--- config.mk ---
export PLATFORM = sky130hd
export DESIGN_NAME = temp_warn_input_ov_limits
export DESIGN_NICKNAME = d
export VERILOG_FILES = /design/src/design/thresh_pkg.sv /design/src/design/lin_to_fixed.sv /design/src/design/sticky_flags.sv /design/src/design/temp_warn_input_ov_limits.sv
export SDC_FILE = /design/constraint.sdc
export NUM_CORES = 1
export LEC_CHECK = 0
export BUFFER_PORTS_ARGS = -buffer_cell sky130_fd_sc_hd__buf_2
export CAP_MARGIN = 5
export CORE_MARGIN = 5
export CORE_UTILIZATION = 60
export CTS_CLUSTER_SIZE = 30
export DETAILED_ROUTE_END_ITERATION = 7
export PLACE_DENSITY = 0.79
export SYNTH_ARGS = -nofsm -noshare
export SYNTH_HDL_FRONTEND = slang
export SYNTH_SLANG_ARGS = --single-unit
--- constraint.sdc ---
create_clock -name mclk -period 20.8 [get_ports mclk]
set_input_delay 4.16 -clock mclk [delete_from_list [all_inputs] [get_ports mclk]]
set_output_delay 4.16 -clock mclk [all_outputs]
set_load 0.01 [all_outputs]
--- src/design/thresh_pkg.sv ---
// Purpose: shared constants for the temperature warning and input
//          overvoltage threshold commands
// Assumes: linear words, fixed point with 8 fraction bits
// Notes:   offsets, fields, reset values and counts
package thresh_pkg;

    // ************************************************************
    // command codes
    // ************************************************************
    localparam logic [7:0] CODE_TEMP_WARN = 8'h51; // warning threshold
    localparam logic [7:0] CODE_INPUT_OVERVOLTAGE_FLAG = 8'h55; // input ov threshold
    localparam logic [7:0] CODE_VIN_ACT = 8'h56; // input ov action byte

    // ************************************************************
    // linear word fields
    // ************************************************************
    localparam int EXP_MSB = 15; // exponent top bit
    localparam int EXP_LSB = 11; // exponent low bit
    localparam int MAN_MSB = 10; // mantissa top bit
    localparam int ACT_RESP_MSB = 7; // action response field top
    localparam int ACT_RESP_LSB = 6; // action response field low
    localparam logic [1:0] ACT_RESP_BAD = 2'h3; // unsupported response

    // ************************************************************
    // reset values
    // ************************************************************
    localparam logic [4:0] TEMP_EXP_RST = 5'h00; // whole degrees
    localparam logic [4:0] VIN_EXP_RST = 5'h1E; // quarter volts
    localparam logic [10:0] TEMP_MAN_RST = 11'h07D; // default degrees
    localparam logic [10:0] VIN_MAN_RST = 11'h03C; // default quarters
    localparam logic [7:0] VIN_ACT_RST = 8'h80; // default action

    // ************************************************************
    // fixed point limits (8 fraction bits)
    // ************************************************************
    localparam int FRAC = 8; // fraction bits of compared values
    localparam int FIX_W = 40; // width of compared values
    localparam int TELE_W = 24; // width of telemetry samples
    localparam logic signed [39:0] TEMP_MIN_FIX = 40'sh0;
    localparam logic signed [39:0] TEMP_MAX_FIX = 40'shA000; // 160 C
    localparam logic signed [39:0] TEMP_OFF_FIX = 40'shFF00; // 255 C
    localparam logic signed [39:0] TEMP_HYST_FIX = 40'sh1400; // 20 C
    localparam logic signed [39:0] VIN_MIN_FIX = 40'sh500; // 5 V
    localparam logic signed [39:0] VIN_MAX_FIX = 40'sh1600; // 22 V
    localparam int VIN_GRID_BITS = 6; // fraction bits below 0.25 V
    localparam logic signed [39:0] HALF_DEG_FIX = 40'sh80; // round deg
    localparam logic signed [39:0] HALF_QTR_FIX = 40'sh20; // round qtr
    localparam logic signed [39:0] TEMP_NVM_MAX = 40'shA0; // 160 deg
    localparam logic signed [39:0] VIN_QTR_MIN = 40'sh14; // 20 qtr
    localparam logic signed [39:0] VIN_QTR_MAX = 40'sh58; // 88 qtr

    // ************************************************************
    // status flag positions
    // ************************************************************
    localparam int FLG_TEMP_SUM = 0; // temperature summary
    localparam int FLG_TEMP_WARN = 1; // temperature warning
    localparam int FLG_INVALID = 2; // invalid data written
    localparam int FLG_OTHER = 3; // other fault summary
    localparam int FLG_INPUT = 4; // input summary, upper word
    localparam int FLG_INPUT_OVERVOLTAGE_FLAG = 5; // input overvoltage
    localparam int FLAG_N = 6; // number of sticky flags

    // join an exponent and a mantissa into one linear word
    function automatic logic [15:0] lin_word(input logic [4:0] e,
                                             input logic [10:0] m);
        lin_word = {e, m};
    endfunction : lin_word

endpackage : thresh_pkg

--- src/design/lin_to_fixed.sv ---
// Purpose: turn a linear format word into a signed fixed point value
// Assumes: exponent and mantissa are both two's complement
// Notes:   exponents below -8 drop low bits
`timescale 1ns/1ns
module lin_to_fixed
    import thresh_pkg::*;
(
    input wire logic [15:0] word,
    output logic signed [FIX_W-1:0] value
);

    // ************************************************************
    // shift the mantissa by the exponent
    // ************************************************************
    always_comb begin
        logic signed [4:0] e;
        logic signed [FIX_W-1:0] m;
        int sh;
        e = signed'(word[EXP_MSB:EXP_LSB]);
        m = FIX_W'(signed'(word[MAN_MSB:0]));
        sh = int'(e) + FRAC;
        // left shift grows, right shift truncates
        if (sh >= 0) begin
            value = m <<< sh;
        end else begin
            value = m >>> (-sh);
        end
    end

endmodule : lin_to_fixed

--- src/design/sticky_flags.sv ---
// Purpose: bank of sticky status flags
// Assumes: set and clear are one-cycle requests
// Notes:   a set beats a clear in one cycle
`timescale 1ns/1ns
module sticky_flags #(
    parameter int N = 6
) (
    input wire logic mclk,
    input wire logic rst,
    input wire logic ce,
    input wire logic [N-1:0] set,
    input wire logic clr,
    output logic [N-1:0] q
);

    // ************************************************************
    // one flop per flag
    // ************************************************************
    for (genvar i = 0; i < N; i++) begin : g_flag
        // hold, set, or clear when not set
        always_ff @(posedge mclk) begin
            if (rst) begin
                q[i] <= 1'b0;
            end else if (ce) begin
                if (set[i]) begin
                    q[i] <= 1'b1;
                end else if (clr) begin
                    q[i] <= 1'b0;
                end
            end
        end
    end

endmodule : sticky_flags

--- src/design/temp_warn_input_ov_limits.sv ---
// Purpose: warning and input overvoltage threshold commands
//          with range checks, flags and store/restore
// Assumes: commands arrive decoded from the bus;
//          samples are signed, 8 fraction bits
// Notes:   rst models a power cycle
//
// Functional notes
// - warning threshold command at code 51h
// - warning word: exponent 15:11, mantissa 10:0
// - crossing sets temp summary, notifies host
// - crossing sets temperature warning flag
// - unsupported warning write rejected, flagged, notified
// - live warning threshold keeps full resolution
// - stored warning threshold: 0 to 160 degrees
// - restore loads nearest storable warning value
// - 255 degrees disables the warning
// - warning threshold is the fault release point
// - else release 20 degrees below fault threshold
// - fault released, restart allowed below release
// - input overvoltage threshold at code 55h
// - input threshold word, exponent resets 11110b
// - input threshold accepts 5 to 22 V, quarters
// - out of range input write flagged, notified
// - restore loads nearest input threshold step
// - fault action comes from the action byte
// - action byte is one byte at 56h
// - input fault sets three flags, notifies host
`timescale 1ns/1ns
module temp_warn_input_ov_limits
    import thresh_pkg::*;
(
    input wire logic mclk,
    input wire logic rst,
    input wire logic ce,
    input wire logic cmd_valid,
    input wire logic cmd_write,
    input wire logic cmd_word,
    input wire logic [7:0] cmd_code,
    input wire logic [15:0] cmd_wdata,
    output logic [15:0] rd_data,
    output logic rd_valid,
    input wire logic clear_faults,
    input wire logic store_req,
    input wire logic restore_req,
    input wire logic temp_valid,
    input wire logic signed [TELE_W-1:0] temp_sample,
    input wire logic vin_valid,
    input wire logic signed [TELE_W-1:0] vin_sample,
    input wire logic [15:0] temp_fault_threshold,
    output logic temp_summary_flag,
    output logic temp_warning_flag,
    output logic invalid_data_flag,
    output logic other_fault_summary_flag,
    output logic input_summary_flag,
    output logic input_overvoltage_flag,
    output logic alert_n,
    output logic input_overvoltage_flag_fault,
    output logic [7:0] input_overvoltage_action,
    output logic ot_fault,
    output logic ot_restart_ok
);

    // ************************************************************
    // storage
    // ************************************************************
    logic [15:0] warn_q; // live warning threshold word
    logic [15:0] vin_thr_q; // live input threshold word
    logic [7:0] act_q; // live action byte
    logic [10:0] nvm_warn_q; // stored warning, whole degrees
    logic [10:0] nvm_vin_q; // stored input threshold, quarters
    logic [7:0] nvm_act_q; // stored action byte
    logic [FLAG_N-1:0] flags; // sticky status flags
    logic [FLAG_N-1:0] flag_set; // flag set requests
    logic [15:0] rd_data_q; // read answer
    logic rd_valid_q; // read answer strobe
    logic alert_n_q; // host notification, low active
    logic vin_fault_q; // input overvoltage level
    logic ot_fault_q; // over-temperature fault held
    logic ot_restart_q; // release pulse

    // ************************************************************
    // fixed point views of the thresholds and samples
    // ************************************************************
    logic signed [FIX_W-1:0] warn_fix; // warning threshold
    logic signed [FIX_W-1:0] vin_fix; // input threshold
    logic signed [FIX_W-1:0] fault_fix; // fault threshold
    logic signed [FIX_W-1:0] wr_fix; // value being written
    logic signed [FIX_W-1:0] temp_fix; // temperature sample
    logic signed [FIX_W-1:0] vsam_fix; // input rail sample

    // live warning word, full resolution
    lin_to_fixed u_warn (
        .word(warn_q),
        .value(warn_fix)
    );

    // live input threshold word
    lin_to_fixed u_vin (
        .word(vin_thr_q),
        .value(vin_fix)
    );

    // fault threshold word
    lin_to_fixed u_fault (
        .word(temp_fault_threshold),
        .value(fault_fix)
    );

    // write data, for range checks
    lin_to_fixed u_wr (
        .word(cmd_wdata),
        .value(wr_fix)
    );

    assign temp_fix = FIX_W'(temp_sample);
    assign vsam_fix = FIX_W'(vin_sample);

    // ************************************************************
    // write decode and range checks
    // ************************************************************
    logic wr_en; // a write command this cycle
    logic wr_warn; // accepted warning write
    logic wr_vin; // accepted input threshold write
    logic wr_act; // accepted action write
    logic wr_bad; // rejected write
    logic warn_ok; // warning value supported
    logic vin_ok; // input value supported
    logic act_ok; // action byte supported

    // decide which writes are taken or refused
    always_comb begin
        wr_en = ce && cmd_valid && cmd_write;
        // 0..160 degrees at full resolution, or off
        warn_ok = ((wr_fix >= TEMP_MIN_FIX) && (wr_fix <= TEMP_MAX_FIX))
                  || (wr_fix == TEMP_OFF_FIX);
        // 5..22 volts on the quarter volt grid
        vin_ok = (wr_fix >= VIN_MIN_FIX) && (wr_fix <= VIN_MAX_FIX)
                 && (wr_fix[VIN_GRID_BITS-1:0] == '0);
        // response code 11b is not supported
        act_ok = cmd_wdata[ACT_RESP_MSB:ACT_RESP_LSB] != ACT_RESP_BAD;
        wr_warn = 1'b0;
        wr_vin = 1'b0;
        wr_act = 1'b0;
        wr_bad = 1'b0;
        if (wr_en) begin
            case (cmd_code)
                // warning threshold, word sized
                CODE_TEMP_WARN: begin
                    wr_warn = cmd_word && warn_ok;
                    wr_bad = !(cmd_word && warn_ok);
                end
                // input threshold, word sized
                CODE_INPUT_OVERVOLTAGE_FLAG: begin
                    wr_vin = cmd_word && vin_ok;
                    wr_bad = !(cmd_word && vin_ok);
                end
                // action byte, byte sized
                CODE_VIN_ACT: begin
                    wr_act = !cmd_word && act_ok;
                    wr_bad = !(!cmd_word && act_ok);
                end
                // other codes belong to other blocks
                default: begin
                    wr_bad = 1'b0;
                end
            endcase
        end
    end

    // ************************************************************
    // rounding onto the storable grids
    // ************************************************************
    logic signed [FIX_W-1:0] warn_deg; // warning, nearest degree
    logic signed [FIX_W-1:0] vin_qtr; // input, nearest quarter volt
    logic [10:0] warn_store; // clamped degrees
    logic [10:0] vin_store; // clamped quarters

    // round to nearest step, clamp to stored range
    always_comb begin
        warn_deg = (warn_fix + HALF_DEG_FIX) >>> FRAC;
        vin_qtr = (vin_fix + HALF_QTR_FIX) >>> VIN_GRID_BITS;
        if (warn_deg < TEMP_MIN_FIX) begin
            warn_store = '0;
        end else if (warn_deg > TEMP_NVM_MAX) begin
            warn_store = TEMP_NVM_MAX[10:0];
        end else begin
            warn_store = warn_deg[10:0];
        end
        if (vin_qtr < VIN_QTR_MIN) begin
            vin_store = VIN_QTR_MIN[10:0];
        end else if (vin_qtr > VIN_QTR_MAX) begin
            vin_store = VIN_QTR_MAX[10:0];
        end else begin
            vin_store = vin_qtr[10:0];
        end
    end

    // ************************************************************
    // stored copies, taken on a store request
    // ************************************************************
    always_ff @(posedge mclk) begin
        if (rst) begin
            nvm_warn_q <= TEMP_MAN_RST;
            nvm_vin_q <= VIN_MAN_RST;
            nvm_act_q <= VIN_ACT_RST;
        end else if (ce && store_req) begin
            nvm_warn_q <= warn_store;
            nvm_vin_q <= vin_store;
            nvm_act_q <= act_q;
        end
    end

    // ************************************************************
    // live command values
    // ************************************************************
    // rst loads the reset defaults, restore loads stored values;
    // restore beats a same-cycle write
    always_ff @(posedge mclk) begin
        if (rst) begin
            warn_q <= lin_word(TEMP_EXP_RST, TEMP_MAN_RST);
            vin_thr_q <= lin_word(VIN_EXP_RST, VIN_MAN_RST);
            act_q <= VIN_ACT_RST;
        end else if (ce) begin
            if (restore_req) begin
                warn_q <= lin_word(TEMP_EXP_RST, nvm_warn_q);
                vin_thr_q <= lin_word(VIN_EXP_RST, nvm_vin_q);
                act_q <= nvm_act_q;
            end else begin
                // accepted writes keep every bit
                if (wr_warn) begin
                    warn_q <= cmd_wdata;
                end
                if (wr_vin) begin
                    vin_thr_q <= cmd_wdata;
                end
                if (wr_act) begin
                    act_q <= cmd_wdata[7:0];
                end
            end
        end
    end

    // ************************************************************
    // read answers
    // ************************************************************
    always_ff @(posedge mclk) begin
        if (rst) begin
            rd_data_q <= '0;
            rd_valid_q <= 1'b0;
        end else if (ce) begin
            rd_valid_q <= cmd_valid && !cmd_write;
            if (cmd_valid && !cmd_write) begin
                case (cmd_code)
                    // warning threshold word
                    CODE_TEMP_WARN: begin
                        rd_data_q <= warn_q;
                    end
                    // input threshold word
                    CODE_INPUT_OVERVOLTAGE_FLAG: begin
                        rd_data_q <= vin_thr_q;
                    end
                    // action byte in the low lane
                    CODE_VIN_ACT: begin
                        rd_data_q <= {8'h00, act_q};
                    end
                    // unknown codes read as zero
                    default: begin
                        rd_data_q <= '0;
                    end
                endcase
            end
        end
    end

    // ************************************************************
    // threshold comparisons
    // ************************************************************
    logic warn_off; // warning disabled by 255 degrees
    logic warn_hit; // sample above the warning threshold
    logic vin_hit; // sample above the input threshold
    logic ot_hit; // sample above the fault threshold
    logic ot_clear; // sample below the release point
    logic signed [FIX_W-1:0] release_fix; // fault release point

    // compare each sample with the live thresholds
    always_comb begin
        warn_off = warn_fix == TEMP_OFF_FIX;
        warn_hit = temp_valid && !warn_off
                   && (temp_fix > warn_fix);
        vin_hit = vin_valid && (vsam_fix > vin_fix);
        ot_hit = temp_valid && (temp_fix > fault_fix);
        // warning is the release point unless off or above fault
        if (warn_off || (warn_fix > fault_fix)) begin
            release_fix = fault_fix - TEMP_HYST_FIX;
        end else begin
            release_fix = warn_fix;
        end
        ot_clear = temp_valid && (temp_fix < release_fix);
    end

    // ************************************************************
    // status flags and host notification
    // ************************************************************
    // events to their flag positions
    always_comb begin
        flag_set = '0;
        flag_set[FLG_TEMP_SUM] = warn_hit;
        flag_set[FLG_TEMP_WARN] = warn_hit;
        flag_set[FLG_INVALID] = wr_bad;
        flag_set[FLG_OTHER] = vin_hit;
        flag_set[FLG_INPUT] = vin_hit;
        flag_set[FLG_INPUT_OVERVOLTAGE_FLAG] = vin_hit;
    end

    // sticky bank; a new event beats clear
    sticky_flags #(
        .N(FLAG_N)
    ) u_flags (
        .mclk(mclk),
        .rst(rst),
        .ce(ce),
        .set(flag_set),
        .clr(clear_faults),
        .q(flags)
    );

    // alert stays low while any flag stands
    always_ff @(posedge mclk) begin
        if (rst) begin
            alert_n_q <= 1'b1;
        end else if (ce) begin
            alert_n_q <= ~|flags;
        end
    end

    // ************************************************************
    // fault levels
    // ************************************************************
    // input fault level follows each rail sample
    always_ff @(posedge mclk) begin
        if (rst) begin
            vin_fault_q <= 1'b0;
        end else if (ce && vin_valid) begin
            vin_fault_q <= vin_hit;
        end
    end

    // fault held until below the release point
    always_ff @(posedge mclk) begin
        if (rst) begin
            ot_fault_q <= 1'b0;
            ot_restart_q <= 1'b0;
        end else if (ce) begin
            ot_restart_q <= 1'b0;
            if (ot_hit) begin
                ot_fault_q <= 1'b1;
            end else if (ot_fault_q && ot_clear) begin
                ot_fault_q <= 1'b0;
                ot_restart_q <= 1'b1;
            end
        end
    end

    // ************************************************************
    // outputs
    // ************************************************************
    assign rd_data = rd_data_q;
    assign rd_valid = rd_valid_q;
    assign temp_summary_flag = flags[FLG_TEMP_SUM];
    assign temp_warning_flag = flags[FLG_TEMP_WARN];
    assign invalid_data_flag = flags[FLG_INVALID];
    assign other_fault_summary_flag = flags[FLG_OTHER];
    assign input_summary_flag = flags[FLG_INPUT];
    assign input_overvoltage_flag = flags[FLG_INPUT_OVERVOLTAGE_FLAG];
    assign alert_n = alert_n_q;
    assign input_overvoltage_flag_fault = vin_fault_q;
    assign input_overvoltage_action = act_q;
    assign ot_fault = ot_fault_q;
    assign ot_restart_ok = ot_restart_q;

endmodule : temp_warn_input_ov_limits

==> results by group <==
Run status
  • Status: finished clean

Floorplanning
  • Core area: 32300 sq um
  • Die area: 36100 sq um
  • Rows: 66
  • Die height: 190 um
  • # IOs: 134
  • Die X: 190 um
  • Initial core utilization: 60.2%

Worst setup path
  • Maximum single-stage delay on the critical path: 1.04 ns
  • Startpoint types: input pin
  • Critical path startpoint: temp_fault_threshold[14]
  • Worst r2r src: warn_q[11]
  • Slowest-stage cell, CP: ha_1
  • Crit Path Max Fanout: 66
  • Critical Path RT: 21.05 ns
  • Worst EP arrival: 14.48 ns
  • Critical Path End Type: flop
  • Critical path class: in2reg

Hold path
  • HP Class: reg2reg
  • Worst hold start: rd_data[15]

Synth
  • Largest cells by area after synthesis: ha_1 (15%), dfxtp_1 (9.7%), a21oi_1 (5.6%)
  • Syn Nets: 2984
  • Cell accounting for the most synthesized area: ha_1
  • Avg Inst Size Synth: 7.35 sq um
  • Top-area cell type share of the netlist area: 15.2%
  • Async SR Flop Fraction: 0%
  • Synth Cell Area: 19400 sq um
  • EDFF count, synth: 0
  • Sequential-to-total area share from yosys stat: 9.68%
  • Cells after synthesis: 2645
  • Ys flop type: dfxtp_1
  • Syn. warnings: 0
  • Yosys cell types: 90
  • Seq cells post-synth: 94

Flow run
  • Max Cap Violations: 0

Finish
  • Finished Layout Cells: 3081
  • P&R area growth vs syn: 5.22%
  • Commonest non-fill, non-tap cell in the layout: ha_1
  • Layout cells sized above 1: 12.6%
  • Most frequent cells in the layout: ha_1 (236), nand2_1 (221), a21oi_1 (216)
  • Final design utilization: 63.4%
  • Fill count: 2982
  • Final net count: 2973
  • Antenna diodes: 0
  • Post-Layout Inst Area: 20500 sq um

STA
  • Setup violations, final: 0
  • RSZ-0062 raised after global routing: no
  • Setup TNS: 0 ns
  • Clock Skew: 0.0126 ns
  • Fin. Hold Viols: 0
  • Slew headroom: 15.3%
  • WHS: 0.456 ns
  • Worst-margin pin slew: 1.27 ns
  • Fmax: 0.0702 GHz
  • Final Max Slew Viols: 0
  • Min cycle time layout: 14.24 ns
  • Fin crit share: 68.4%

Clock network
  • Root Buffer: clkbuf_16
  • Worst skew pair latency: 0.35 ns
  • CTS tree: done
  • CTS sink count: 94
  • Total CTS buffers: 9
  • Post-CTS setup buffer count: 0
  • Clock transition at the registers of the reported paths: 0.07 ns
  • CTS Buffer Depth: 2
  • Hold buffer count at cts: 0
  • Post-cts resize count: 0
  • H-tree Lvls: 3

Pwr
  • Pleak: 8.43 nW
  • Maximum vdd drop: 0.0541 mV
  • Pwr/cell area: 36.0 nW/um^2

Detailed routing
  • DR pass1 iterations: 8
  • DR iter-0 viols: 2795
  • Routed Antenna Nets: 0
  • Residual DRC: 0
  • DR vias: 22300
  • Routed wire length: 74400 um
  • Drt wl/cell: 24.1 um
  • Post-DR vias/cell: 7.25

Placed design
  • Port bufs: 133
  • Gpl congestion: 1.01
  • Hpwl dp: 58100 um
  • Dpl cell area: 20200 sq um
  • Placed Cells: 3065

Global route
  • Overflow left after global routing: 0
  • Initial antenna violation count: 5
  • Tot GR Track Use: 39.6%
  • Wire length of the first global-routing pass: 117000 um
  • Vias in the first global route: 21100
  • Largest net degree at the start of global routing: 82
[metal layers]
metal / vias up / routed length, um / share of wire [%] / track usage, %
li1: 10100 / - / - / -
met1: 10500 / 29800 / 40 / 53.1
met2: 1403 / 33000 / 44 / 63.1
met3: 274 / 7630 / 10 / 6.37
met4: 10 / 3860 / 5.2 / 17.4
met5: - / 62 / 0.083 / 0
[metrics by stage]
stage	setup WS, ns	power, mW
floorplan	8.71	0.448
global placement	6.68	0.546
detailed placement	6.41	0.556
CTS	6.76	0.726
global route	5.96	0.779
finish	6.56	0.737
[synth_stat cells, types with 43 or more instances]
cell	number
ha_1	236
nand2_1	221
a21oi_1	216
nor2_1	208
clkbuf_1	143
o21ai_0	131
nor3_1	102
dfxtp_1	94
inv_1	89
mux2i_1	82
nand3_1	77
a21o_1	71
nand4_1	60
mux2_2	53
a211oi_1	52
nor2b_1	43
[final cells by class]
cell class | instances | area, sq um | share of cell area [%]
flip-flops and latches | 94 | 1880 | 9.21
repair buffers | 168 | 928 | 4.54
multi-input cells | 2264 | 16400 | 80.3
clock inverters | 5 | 63.8 | 0.312
inverters | 97 | 364 | 1.78
clock buffers | 11 | 243 | 1.19
well taps | 442 | 553 | 2.70
[worst max-delay path, delay by kind of cell]
| kind | cells | cell delay, ns |
|---|---|---|
| AO/OA/AOI/OAI | 5 | 1.26 |
| adder cells (fa/ha/maj) | 4 | 1.88 |
| AND/OR/NAND/NOR | 18 | 4.48 |
| multiplexers | 2 | 0.59 |
| buffers and inverters | 4 | 2.05 |
[report_power, final]
group          switching, mW  total, mW  internal [mW]
sequential            0.0119      0.198          0.186
clock                 0.0743      0.172         0.0977
combinational          0.226      0.367          0.141
total                  0.312      0.737          0.425
[worst paths after layout]
path                                 endpoint  slack (ns)  cells after the start
worst max-delay path            ot_restart_ok        6.56                     33
worst min-delay path              rd_data[15]        0.46                      2
worst min register to register    rd_data[15]        0.46                      2
worst max register to register  ot_restart_ok       10.82                     29
[kinds of logic after synthesis]
| group | share of synthesized area (%) |
|---|---|
| compound gates | 28.6 |
| flops | 9.68 |
| fa+ha+maj | 15.6 |
| simple gates | 25.8 |
| mux | 12.3 |
| buf+inv | 5.93 |
| xor+xnor | 2.12 |
[registers in the layout (all words and copies together), names as in the netlist]
register                      flops
nvm_vin_q                        11
nvm_warn_q                       11
nvm_act_q                         8
input_overvoltage_action          8
warn_q                           16
ot_restart_ok                     1
alert_n                           1
ot_fault                          1
input_overvoltage_flag_fault      1
rd_valid                          1
u_flags.q                         3
vin_thr_q                        16
rd_data                          16
Power figures use the tool's default switching activity.
